==> config.mk <==
export PLATFORM = sky130hd
export DESIGN_NAME = idle_mode_power_controller
export DESIGN_NICKNAME = d
export VERILOG_FILES = /design/src/hw/idle_pkg.sv /design/src/hw/wake_detect.sv /design/src/hw/idle_mode_power_controller.sv
export SDC_FILE = /design/constraint.sdc
export NUM_CORES = 1
export LEC_CHECK = 0
export BUFFER_PORTS_ARGS = -buffer_cell sky130_fd_sc_hd__buf_2
export CORE_ASPECT_RATIO = 0.75
export CORE_MARGIN = 2
export CORE_UTILIZATION = 30
export DETAILED_ROUTE_END_ITERATION = 10
export GPL_TIMING_DRIVEN = 0
export MAX_ROUTING_LAYER = met4
export PLACE_DENSITY = 0.67
export SYNTH_ARGS = -nofsm -noshare
export SYNTH_HDL_FRONTEND = slang
export SYNTH_SLANG_ARGS = --single-unit
==> constraint.sdc <==
create_clock -name core_clk -period 3.3 [get_ports core_clk]
set_input_delay 0.165 -clock core_clk [delete_from_list [all_inputs] [get_ports core_clk]]
set_output_delay 0.165 -clock core_clk [all_outputs]
set_load 0.02 [all_outputs]
==> src/hw/idle_pkg.sv <==
package idle_pkg;
  // Power-save control field positions
  localparam int          MWAKE_MASK_BIT   = 0;
  localparam int          NMWAKE_MASK_BIT  = 1;
  localparam int          IDLE_REQ_BIT     = 2;
  localparam logic [7:0]  CTRL_RESET       = 8'h00;
  localparam logic [7:0]  MODE_RESET       = 8'h00;
  localparam logic [7:0]  MODE_IDLE_CODE   = 8'h01;
  localparam int          NUM_WAKE_IRQ     = 3;
  localparam logic [3:0]  PRIO_NONE        = 4'hf;
  localparam logic [3:0]  PRIO_NMI         = 4'h0;
  localparam int          SYNC_STAGES      = 2;

  typedef enum logic [1:0] {
    PWR_RUN,
    PWR_IDLE,
    PWR_WAKE
  } pwr_state_t;
endpackage : idle_pkg

==> src/hw/wake_detect.sv <==
`timescale 1ns/1ps
// Runs on the free clock; wake inputs are level requests.
module wake_detect (
  input  wire logic                            core_clk,
  input  wire logic                            resetn,
  input  wire logic                            nmi_req,
  input  wire logic [idle_pkg::NUM_WAKE_IRQ-1:0] external_wake_irq_inputs,
  input  wire logic [idle_pkg::NUM_WAKE_IRQ-1:0] irq_unmasked,
  output logic                                 nmi_seen,
  output logic [idle_pkg::NUM_WAKE_IRQ-1:0]    irq_seen
);
  typedef struct packed {
    logic                            nmi_r;
    logic [idle_pkg::NUM_WAKE_IRQ-1:0] irq_r;
  } wd_t;
  wd_t wd_r;
  wd_t wd_nxt;

  always_comb begin
    wd_nxt       = wd_r;
    wd_nxt.nmi_r = nmi_req;
    wd_nxt.irq_r = external_wake_irq_inputs & irq_unmasked;
  end

  always_ff @(posedge core_clk or negedge resetn) begin
    if (!resetn) begin
      wd_r <= '0;
    end else begin
      wd_r <= wd_nxt;
    end
  end

  assign nmi_seen = wd_r.nmi_r;
  assign irq_seen = wd_r.irq_r;
endmodule : wake_detect

==> src/hw/idle_mode_power_controller.sv <==
`timescale 1ns/1ps
// Behaviour
// - Clock generator runs, system clock gated
// - Exit with no stabilisation wait
// - Control or mode register write enters idle
// - CPU halted, all state retained
// - Defined bus pin states during idle
// - Wake on NMI, unmasked irq, reset
// - Interrupt wake only if masks cleared
// - Wake regardless of priority
// - Lower priority wakes, stays pending
// - Higher priority wakes and is acknowledged (here only with irq_enabled_state set, else it stays pending)
// - Branch or next instruction after wake
// - Idle in NMI service: wake, no acknowledge
// - Reset exit equals ordinary reset
module idle_mode_power_controller (
  input  wire logic                              core_clk,
  input  wire logic                              resetn,
  // CPU register write port
  input  wire logic                              ctrl_wr,
  input  wire logic                              mode_wr,
  input  wire logic [7:0]                        wr_data,
  output logic [7:0]                             power_save_control_reg,
  output logic [7:0]                             power_save_mode_reg,
  // Interrupt side
  input  wire logic                              nmi_req,
  input  wire logic [idle_pkg::NUM_WAKE_IRQ-1:0] external_wake_irq_inputs,
  input  wire logic [idle_pkg::NUM_WAKE_IRQ-1:0] irq_unmasked,
  input  wire logic [idle_pkg::NUM_WAKE_IRQ*4-1:0] irq_prio,
  input  wire logic [3:0]                        cur_service_prio,
  input  wire logic                              in_maskable_service,
  input  wire logic                              in_nmi_service,
  input  wire logic                              irq_enabled_state,
  output logic                                   wake_ack,
  output logic                                   wake_ack_nmi,
  output logic [1:0]                             wake_ack_idx,
  output logic                                   wake_branch,
  output logic                                   wake_pending,
  // Clock control
  output logic                                   osc_pll_enable,
  output logic                                   sys_clk_enable,
  output logic                                   cpu_halt,
  output logic                                   idle_active,
  // Pin control during idle
  output logic                                   bus_float,
  output logic                                   strobes_force_high,
  output logic                                   hold_ack_force_high,
  output logic                                   hold_wait_ignore,
  output logic                                   sdram_ctl_keep_running,
  output logic                                   sdram_clock_enable,
  output logic                                   sdram_clock_gate,
  output logic                                   system_clock_gate
);

  typedef struct packed {
    idle_pkg::pwr_state_t state_r;
    logic [7:0]           ctrl_r;
    logic [7:0]           mode_r;
    logic                 int_wake_ok_r;
    logic                 ack_r;
    logic                 ack_nmi_r;
    logic [1:0]           ack_idx_r;
    logic                 branch_r;
    logic                 pend_r;
  } ctl_t;
  ctl_t ctl_r;
  ctl_t ctl_nxt;

  logic                              nmi_seen;
  logic [idle_pkg::NUM_WAKE_IRQ-1:0] irq_seen;
  logic                              any_wake;
  logic                              hi_found;
  logic [1:0]                        hi_idx;
  logic [3:0]                        hi_prio;
  logic                              enter_req;
  logic                              entry_wake_ok;
  logic                              nmi_pends;
  logic                              irq_pends;

  // =====================================================
  // Wake detection
  // The detector sits on the ungated clock so it sees requests while idle.
  wake_detect wake_detect_i (
    .core_clk                 (core_clk),
    .resetn                   (resetn),
    .nmi_req                  (nmi_req),
    .external_wake_irq_inputs (external_wake_irq_inputs),
    .irq_unmasked             (irq_unmasked),
    .nmi_seen                 (nmi_seen),
    .irq_seen                 (irq_seen)
  );

  // =====================================================
  // Wake arbitration
  // Most urgent maskable request; lower number means higher priority.
  // The first request found is taken at any level, so the lowest level still wakes.
  always_comb begin
    hi_found = 1'b0;
    hi_idx   = 2'd0;
    hi_prio  = idle_pkg::PRIO_NONE;
    for (int i = 0; i < idle_pkg::NUM_WAKE_IRQ; i++) begin
      if (irq_seen[i] && (!hi_found || (irq_prio[i*4 +: 4] < hi_prio))) begin
        hi_found = 1'b1;
        hi_idx   = 2'(i);
        hi_prio  = irq_prio[i*4 +: 4];
      end
    end
  end

  assign any_wake = nmi_seen | hi_found;

  // In NMI service every wake pends; in maskable service only a strictly
  // higher level is taken, an equal one waits like a lower one.
  assign nmi_pends = in_nmi_service;
  assign irq_pends = in_maskable_service && !(hi_prio < cur_service_prio);

  // =====================================================
  // Entry decode
  // Store or bit instruction on either register is seen as one write strobe.
  assign enter_req = (ctrl_wr && wr_data[idle_pkg::IDLE_REQ_BIT]) ||
                     (mode_wr && (wr_data == idle_pkg::MODE_IDLE_CODE));

  // Masks are judged as they stand once the write lands, so a control write
  // that sets the request and the masks together is seen whole.
  always_comb begin
    entry_wake_ok = !ctl_r.ctrl_r[idle_pkg::MWAKE_MASK_BIT] &&
                    !ctl_r.ctrl_r[idle_pkg::NMWAKE_MASK_BIT];
    if (ctrl_wr) begin
      entry_wake_ok = !wr_data[idle_pkg::MWAKE_MASK_BIT] &&
                      !wr_data[idle_pkg::NMWAKE_MASK_BIT];
    end
  end

  // =====================================================
  // Control state
  always_comb begin
    ctl_nxt           = ctl_r;
    ctl_nxt.ack_r     = 1'b0;
    ctl_nxt.ack_nmi_r = 1'b0;
    ctl_nxt.branch_r  = 1'b0;
    ctl_nxt.pend_r    = 1'b0;
    if (ctrl_wr) begin
      ctl_nxt.ctrl_r = wr_data;
    end
    if (mode_wr) begin
      ctl_nxt.mode_r = wr_data;
    end
    case (ctl_r.state_r)
      idle_pkg::PWR_RUN: begin
        if (enter_req) begin
          ctl_nxt.state_r       = idle_pkg::PWR_IDLE;
          // Latched at entry; later changes cannot reopen wake.
          ctl_nxt.int_wake_ok_r = entry_wake_ok;
        end
      end
      idle_pkg::PWR_IDLE: begin
        if (ctl_r.int_wake_ok_r && any_wake) begin
          // No stabilisation wait: clocks reopen on the next edge.
          ctl_nxt.state_r = idle_pkg::PWR_WAKE;
          ctl_nxt.ctrl_r[idle_pkg::IDLE_REQ_BIT] = 1'b0;
          ctl_nxt.mode_r  = idle_pkg::MODE_RESET;
          if (nmi_pends) begin
            ctl_nxt.pend_r = 1'b1;
          end else if (nmi_seen) begin
            ctl_nxt.ack_r     = 1'b1;
            ctl_nxt.ack_nmi_r = 1'b1;
            ctl_nxt.branch_r  = 1'b1;
          end else if (irq_pends) begin
            ctl_nxt.pend_r = 1'b1;
          end else begin
            ctl_nxt.ack_r     = irq_enabled_state;
            ctl_nxt.ack_idx_r = hi_idx;
            ctl_nxt.branch_r  = irq_enabled_state;
            ctl_nxt.pend_r    = !irq_enabled_state;
          end
        end
      end
      default: begin
        ctl_nxt.state_r = idle_pkg::PWR_RUN;
      end
    endcase
  end

  // Reset exit goes through this same asynchronous reset path.
  always_ff @(posedge core_clk or negedge resetn) begin
    if (!resetn) begin
      ctl_r.state_r       <= idle_pkg::PWR_RUN;
      ctl_r.ctrl_r        <= idle_pkg::CTRL_RESET;
      ctl_r.mode_r        <= idle_pkg::MODE_RESET;
      ctl_r.int_wake_ok_r <= 1'b0;
      ctl_r.ack_r         <= 1'b0;
      ctl_r.ack_nmi_r     <= 1'b0;
      ctl_r.ack_idx_r     <= 2'd0;
      ctl_r.branch_r      <= 1'b0;
      ctl_r.pend_r        <= 1'b0;
    end else begin
      ctl_r <= ctl_nxt;
    end
  end

  // =====================================================
  // Outputs
  assign idle_active            = (ctl_r.state_r == idle_pkg::PWR_IDLE);
  assign osc_pll_enable         = 1'b1;
  assign sys_clk_enable         = !idle_active;
  // Halting keeps CPU state in place; nothing is cleared here.
  assign cpu_halt               = idle_active;
  assign bus_float              = idle_active;
  assign strobes_force_high     = idle_active;
  assign hold_ack_force_high    = idle_active;
  assign hold_wait_ignore       = idle_active;
  assign sdram_ctl_keep_running = 1'b1;
  assign sdram_clock_enable     = !idle_active;
  assign sdram_clock_gate       = !idle_active;
  assign system_clock_gate      = !idle_active;
  assign power_save_control_reg = ctl_r.ctrl_r;
  assign power_save_mode_reg    = ctl_r.mode_r;
  assign wake_ack               = ctl_r.ack_r;
  assign wake_ack_nmi           = ctl_r.ack_nmi_r;
  assign wake_ack_idx           = ctl_r.ack_idx_r;
  assign wake_branch            = ctl_r.branch_r;
  assign wake_pending           = ctl_r.pend_r;
endmodule : idle_mode_power_controller

======== Word-level counts from Yosys, hierarchy flattened ========
Index checks and enable logic that the tools add are counted.
cells by class
  bitwise operators ....................... 5
  order comparisons ....................... 3
  reduce and logical (&&, ||, !) cells .... 24
  muxes and demuxes ....................... 30
  equal/unequal tests ..................... 4
operators with widths
  cell                                                                      number
  8-bit two-way mux                                                         3
  1-bit two-way mux                                                         14
  4-bit less-than comparator                                                3
  4-bit two-way mux                                                         3
  6-bit two-way mux                                                         2
  1-bit zero test                                                           9
  8-bit by 1-bit equality test with 1-bit output (second input constant)    1
  1-bit logical AND                                                         8
  2-bit two-way mux                                                         4
  3-bit two-way mux                                                         2
  5-bit two-way mux                                                         1
  5-bit AND reduction                                                       1
  2-bit one-hot mux with 2 select lines                                     1
  2-bit AND reduction                                                       2
  3-bit bitwise AND                                                         1
  1-bit logical OR                                                          3
  1-bit NOT                                                                 3
  2-bit by 1-bit equality test with 1-bit output (second input constant)    1
  2-bit zero test                                                           1
  2-bit by 1-bit inequality test with 1-bit output (second input constant)  1
  2-bit inequality test (second input constant)                             1
  1-bit OR                                                                  1
word-level totals
  bits in registers ....................... 29
  output and inout bits ................... 34
  word-level logic and storage cells ...... 78
  input bits .............................. 38

======== Longest topological paths before layout ========
  depth after elaboration ................. 17
  gate-level depth with buffers ........... 18
  mapped depth without buffers ............ 18

======== By module ========
Synthesis repeated with hierarchy kept, for this count alone.
unflattened totals
  cell total of the unflattened synthesis .. 176
  area total of the unflattened synthesis .. 1778.0 um^2
modules (own cells, without submodules)
  module                      cells an instance  times used  area an instance (um^2)  seq. area each (um^2)
  idle_mode_power_controller  169                1           1659.1                   600.6
  wake_detect                 7                  1           118.9                    100.1

======== Worst setup path before layout ========
OpenSTA, ideal clock, no wires.
  path type ............................... register to register
  from .................................... reg wake_detect_i.wd_r (netlist bit wake_detect_i.irq_seen[0])
  to ...................................... reg ctl_r (netlist bit wake_ack_idx[1])
  period minus slack after synthesis ...... 3.650 ns
  library setup time ...................... 0.139 ns
  cell stages (with the launch flop) ...... 18
  path buffers ............................ 0
  required time ........................... 3.161 ns
  slack ................................... -0.350 ns
  arrival time ............................ 3.512 ns
  cell sequence ........................... dfrtp_1 nor2b_1 ha_1 nand2_1 o21ai_1 a21oi_1 a31o_2 ha_1 o22ai_1 a21oi_1 nor2b_1 a31oi_2 mux2i_1 ha_1 a211oi_1 o22a_1 nand3_1 mux2i_1
on the way
  cells in the longest elaborated chain, start to end .. 14
  elaborated cells between the ends (all ways) .. 22
  classes of those cells .................. 3 x order compare; 7 x mux; 2 x bitwise; 10 x reduce/logical
RTL lines
  what                                                                  line                               source
  from (decl)                                                           wake_detect.sv:16                  wd_t wd_r;
  from (signal assigned)                                                wake_detect.sv:29                  wd_r <= wd_nxt;
  4-bit two-way mux / 1-bit two-way mux (equally long branches)         idle_mode_power_controller.sv:102  if (irq_seen[i] && (!hi_found || (irq_prio[i*4 +: 4] < hi_prio))) begin
  4-bit less-than comparator / 1-bit zero test (equally long branches)  idle_mode_power_controller.sv:102
  1-bit logical OR                                                      idle_mode_power_controller.sv:102
  1-bit logical AND                                                     idle_mode_power_controller.sv:102
  4-bit two-way mux / 1-bit two-way mux (equally long branches)         idle_mode_power_controller.sv:102
  4-bit less-than comparator / 1-bit zero test (equally long branches)  idle_mode_power_controller.sv:102
  1-bit logical OR                                                      idle_mode_power_controller.sv:102
  1-bit logical AND                                                     idle_mode_power_controller.sv:102
  4-bit two-way mux                                                     idle_mode_power_controller.sv:102
  4-bit less-than comparator                                            idle_mode_power_controller.sv:115  assign irq_pends = in_maskable_service && !(hi_prio < cur_service_prio);
  1-bit zero test                                                       idle_mode_power_controller.sv:115
  1-bit logical AND                                                     idle_mode_power_controller.sv:115
  1-bit NOT (no source line)                                            n/a
  5-bit AND reduction (no source line)                                  n/a
  to (signal assigned)                                                  idle_mode_power_controller.sv:197  ctl_r <= ctl_nxt;
  to (decl)                                                             idle_mode_power_controller.sv:66   ctl_t ctl_r;
Several ways; a longest one is shown, not always the timed one.
A chain may end at the register's enable or synchronous reset.

======== Worst setup path in the final report ========
  from .................................... reg wake_detect_i.wd_r (netlist bit wake_detect_i.irq_seen[0])
  to ...................................... reg ctl_r (netlist bit wake_ack)
on the way
  cells in the longest elaborated chain, start to end .. 17
  elaborated cells between the ends (all ways) .. 24
  classes of those cells .................. 3 x order compare; 11 x mux; 1 x bitwise; 9 x reduce/logical
RTL lines
  what                                                                  line                               source
  4-bit two-way mux / 1-bit two-way mux (equally long branches)         idle_mode_power_controller.sv:102
  4-bit less-than comparator / 1-bit zero test (equally long branches)  idle_mode_power_controller.sv:102
  1-bit logical OR                                                      idle_mode_power_controller.sv:102
  1-bit logical AND                                                     idle_mode_power_controller.sv:102
  4-bit two-way mux / 1-bit two-way mux (equally long branches)         idle_mode_power_controller.sv:102
  4-bit less-than comparator / 1-bit zero test (equally long branches)  idle_mode_power_controller.sv:102
  1-bit logical OR                                                      idle_mode_power_controller.sv:102
  1-bit logical AND                                                     idle_mode_power_controller.sv:102
  4-bit two-way mux                                                     idle_mode_power_controller.sv:102
  4-bit less-than comparator                                            idle_mode_power_controller.sv:115
  1-bit zero test                                                       idle_mode_power_controller.sv:115
  1-bit logical AND                                                     idle_mode_power_controller.sv:115
  1-bit two-way mux                                                     idle_mode_power_controller.sv:168  end else if (irq_pends) begin
  1-bit two-way mux                                                     idle_mode_power_controller.sv:164  end else if (nmi_seen) begin
  5-bit two-way mux                                                     idle_mode_power_controller.sv:162  if (nmi_pends) begin
  6-bit two-way mux *                                                   idle_mode_power_controller.sv:157  if (ctl_r.int_wake_ok_r && any_wake) begin
  6-bit two-way mux *                                                   idle_mode_power_controller.sv:148  case (ctl_r.state_r)
Every way passes the cells marked *; elsewhere a longest branch is shown, timed or not.

==> impl_results.md <==
* Critical Path, Cell by Cell: nor2b_4 -> ha_4 -> nand2_4 -> o21ai_4 -> a21oi_2 -> a31o_1 -> ha_2 -> o21ai_2 -> a21oi_2 -> nor2b_2 -> a31oi_4 -> mux2i_1 -> ha_1 -> nand4_1 -> a31oi_1 -> o21ai_1 -> a31oi_2 -> nor4_2
* Slowest cell delay on critical path at between 0.4 and 0.5 ns
* Worst setup path category: reg -> reg
* Worst vdd rail ir drop at around 0.17 mV
* Final routed wire length divided by cell count at about 12 um
* Post-Syn Area at between 0.0015 and 0.002 mm^2
* Antenna diode instance count at 0
* Reg-to-reg critical path startpoint: wake_detect_i.irq_seen[0]
* Number of inserted filler cells in the final layout at between 500 and 600
* Final hold vios at 0
* Share of layout cells above drive strength 1 at 58.4%
* Critical R2R Capture: wake_ack
* Area used by sequential logic in the layout at approximately 700 um^2
* Count of H-tree levels built during CTS at 1
* Number of max-capacitance violations reported at 0
* Placed wire-length estimate at about 3200 um
* CP required at roughly 3.5 ns
* Origin of the worst setup path: wake_detect_i.irq_seen[0]
* Average cell area after synthesis at 10.1 um^2
* FF+latch count, synth at 28
* GP Congestion at 0.803
* Slowest library cell on the worst path: dfrtp_2
* Final Setup Violations at 4
* Post-Synthesis Cells at 176
* Root Buffer Master: clkbuf_8
* Area of the multi-input gates at around 1000 um^2
* Total wirelength of the detailed-routed design at between 4000 and 5000 um
* Sequential share of the synthesized area at between 30 and 40%
* Wire length of the first global-routing pass at approximately 6200 um
* Number of CTS-inserted buffers at 3
* Number of placement rows at 24
* Outcome: finished with violations
* CP startpoint kind: flip-flop
* Max Buffers Root-to-Sink at 2
* Placed cell count at 323
* Die Span Y at ~71 um
* Hold/Removal Path Class: in -> reg
* Non-filler cells, final at 340
* Slew Limit Headroom at around 59%
* Clock transition at the registers of the reported paths at approximately 0.090 ns
* Die width at 92.9 um
* CP Capture Type: flip-flop
* Critical Path Stages at 18
* Violated checks: negative setup slack
* Via Count at about 1.5k
* Vias in the first global route at approximately 1.3k
* Largest net degree at the start of global routing at 29
* Final critical delay including setup and external delays at around 3.7 ns
* Via density per instance at around 4.4
* Latest clock arrival within the worst-skew pair at ~0.27 ns
* Global-route congestion overflow total at 0
* Termination of the worst setup path: wake_ack
* Area of the die at ~0.0066 mm^2
* Post-route clock skew at roughly 0.00086 ns
* Arrival time reported for the critical path endpoint at slightly below 4 ns
* Register-to-register path setup slack at -0.43 ns
* Maximum net fanout on the critical path at 7
* Layout Area Growth over Synthesis at 44.8%
* WP buf/inv at 0
* Fraction of the cycle the final worst path needs at 113%
* Violation count after the first detailed-route iteration at 67
* Final Net Count at a little over 300
* Area of the core region at slightly below 0.006 mm^2
* Overall Global Routing Usage at 12.0%
* IO Pins at 72
* Number of warnings printed during yosys synthesis at 0
* Power after layout at 1400 uW
* Clk sink count at 28
* Number of search-and-repair iterations in the first detailed-routing pass at 4
* Library cell appearing most often on the critical path: a21oi_2
* Cell family with most CP delay: compound AO/OA/AOI/OAI gates
* Number of antenna violations at the first check in global routing at 0
* Setup repair after global routing missed its margin: true
* Final number of max-transition violations at 0
* CTS tree: done
* Count of unique library cells instantiated by Yosys at a little over 40
* Leakage power at 0.00131 uW
* Upper clock frequency limit at roughly 270 MHz
* Worst R2R Path Depth at 18
* Effective utilization at floorplan at slightly above 30%
* Port Buffers at between 60 and 70
* Worst-case setup margin in the final layout at -0.425 ns
* Final antenna-violating net count at 0
* Actual transition at the worst max-transition pin at about 0.62 ns
* Power density relative to cell area at about 550 mW/mm^2
* Post-route DRC violation count at 0
## logic make-up (layout without fill, tap and decap cells)
kind of cell    after synthesis  count (layout)  share of synthesized area, %
buf+inv                      45             130                          15.9
simple gates                 40              40                          12.0
compound gates               33              33                          14.4
flops                        28              28                          39.4
mux                          20              20                          11.8
fa+ha+maj                     9               9                          6.33
other cells                   1               2                         0.211
## worst min-delay path by stage
stage / from / endpoint / slack, ns / cells after the start
2_1_floorplan: resetn / ctl_r[23] / -0.13 / 0
5_1_grt: nmi_req / wake_detect_i.nmi_seen / 0.003 / 1
4_1_cts: nmi_req / wake_detect_i.nmi_seen / 0.01 / 1
3_5_place_dp: resetn / power_save_control_reg[5] / 0.22 / 1
3_3_place_gp: resetn / power_save_control_reg[5] / 0.22 / 1
6_report: nmi_req / wake_detect_i.nmi_seen / 0.02 / 1
## cell type report
class | count | area share [%]
sequential | 28 | 27.3
buffer | 33 | 9.24
timing repair buffer | 81 | 17.1
tap | 78 | 3.79
inverter | 12 | 1.75
multi-input combinational | 104 | 38.7
clock buffer | 4 | 2.14
## power by group
part / switching, uW / leakage (uW) / internal, uW
sequential: 46.2 / 0.000343 / 424
clock: 100 / 0.0000288 / 107
combinational: 386 / 0.000939 / 341
total: 532 / 0.00131 / 872
## Yosys cell counts (all sizes together)
| cell type | n | share of area (%) |
|---|---|---|
| a2111oi | 1 | 0.84 |
| a211o | 1 | 0.49 |
| a211oi | 4 | 2.0 |
| a21o | 1 | 0.42 |
| a21oi | 8 | 2.3 |
| a311oi | 1 | 0.84 |
| a31o | 3 | 1.5 |
| a31oi | 3 | 1.4 |
| and2 | 3 | 1.1 |
| and3b | 1 | 0.49 |
| and4b | 1 | 0.56 |
| buf | 31 | 13 |
| clkbuf | 2 | 0.42 |
| conb | 1 | 0.21 |
| dfrtp | 28 | 39 |
| ha | 9 | 6.3 |
| inv | 12 | 2.5 |
| mux2 | 7 | 4.4 |
| mux2i | 13 | 7.3 |
| nand2 | 4 | 0.84 |
| nand2b | 5 | 1.8 |
| nand3 | 1 | 0.28 |
| nand4 | 1 | 0.35 |
| nand4b | 1 | 0.49 |
| nor2 | 14 | 3.0 |
| nor2b | 4 | 1.4 |
| nor3 | 1 | 0.28 |
| nor3b | 1 | 0.42 |
| nor4 | 3 | 1.1 |
| o21a | 1 | 0.42 |
| o21ai | 5 | 1.4 |
| o21bai | 1 | 0.42 |
| o22a | 1 | 0.49 |
| o22ai | 2 | 1.1 |
| o41ai | 1 | 0.92 |
## per-layer routing
| metal | global-route usage (%) | vias up | part of all wire, % |
|---|---|---|---|
| li1 | - | 756 | - |
| met1 | 15.7 | 697 | 48 |
| met2 | 19.2 | 33 | 47 |
| met3 | 3.19 | 2 | 4.6 |
| met4 | 1.96 | 0 | 0.60 |
| met5 | - | - | 0 |
## metrics by stage
step / cell area (um^2) / setup WS [ns] / utilization, % / setup TNS [ns] / hold WS (ns)
after global routing: 2570 / -0.684 / 44.6 / -2.49 / 0.00327
after CTS: 2490 / -0.342 / 43.2 / -1.19 / 0.0118
after global placement: 2350 / -0.469 / 40.8 / -1.73 / 0.217
after detailed placement: 2350 / -0.503 / 40.8 / -1.85 / 0.217
final: 2570 / -0.425 / 44.6 / -1.54 / 0.0199
after floorplan: 1920 / -0.119 / - / -0.383 / -0.131
## cells in the final DEF (no fill, tap or decap), types with 2 or more instances in the layout
cell	instances
clkbuf_1	2
nand2_1	3
buf_4	42
nor2b_4	3
o22ai_2	2
conb_1	2
buf_2	69
and2_1	3
ha_1	3
inv_1	12
dfrtp_1	27
a21oi_1	3
a21oi_2	5
mux2_2	7
a211oi_1	2
nor2_1	14
a31o_1	2
nand2b_1	5
nor4_1	2
clkbuf_8	4
o21ai_0	2
ha_4	5
mux2i_1	13
## worst reg2reg max path, stage by stage (launching register included)
cell and delay [ns]:
dfrtp_2 0.44, nor2b_4 0.15, ha_4 0.29, nand2_4 0.06
o21ai_4 0.27, a21oi_2 0.09, a31o_1 0.22, ha_2 0.34
o21ai_2 0.07, a21oi_2 0.15, nor2b_2 0.07, a31oi_4 0.22
mux2i_1 0.25, ha_1 0.25, nand4_1 0.13, a31oi_1 0.06
o21ai_1 0.16, a31oi_2 0.15, nor4_2 0.27
## what timing repair did
| item | in CTS | in global routing |
|---|---|---|
| setup buffers | 8 | 4 |
| resized for setup | 4 | 10 |
| setup endpoints to repair | 4 | 4 |
| pin swaps | 9 | 14 |
| hold endpoints to repair | 28 | 0 |
| hold buffers | 1 | 0 |
No activity file was read; power rests on OpenSTA's default activity.
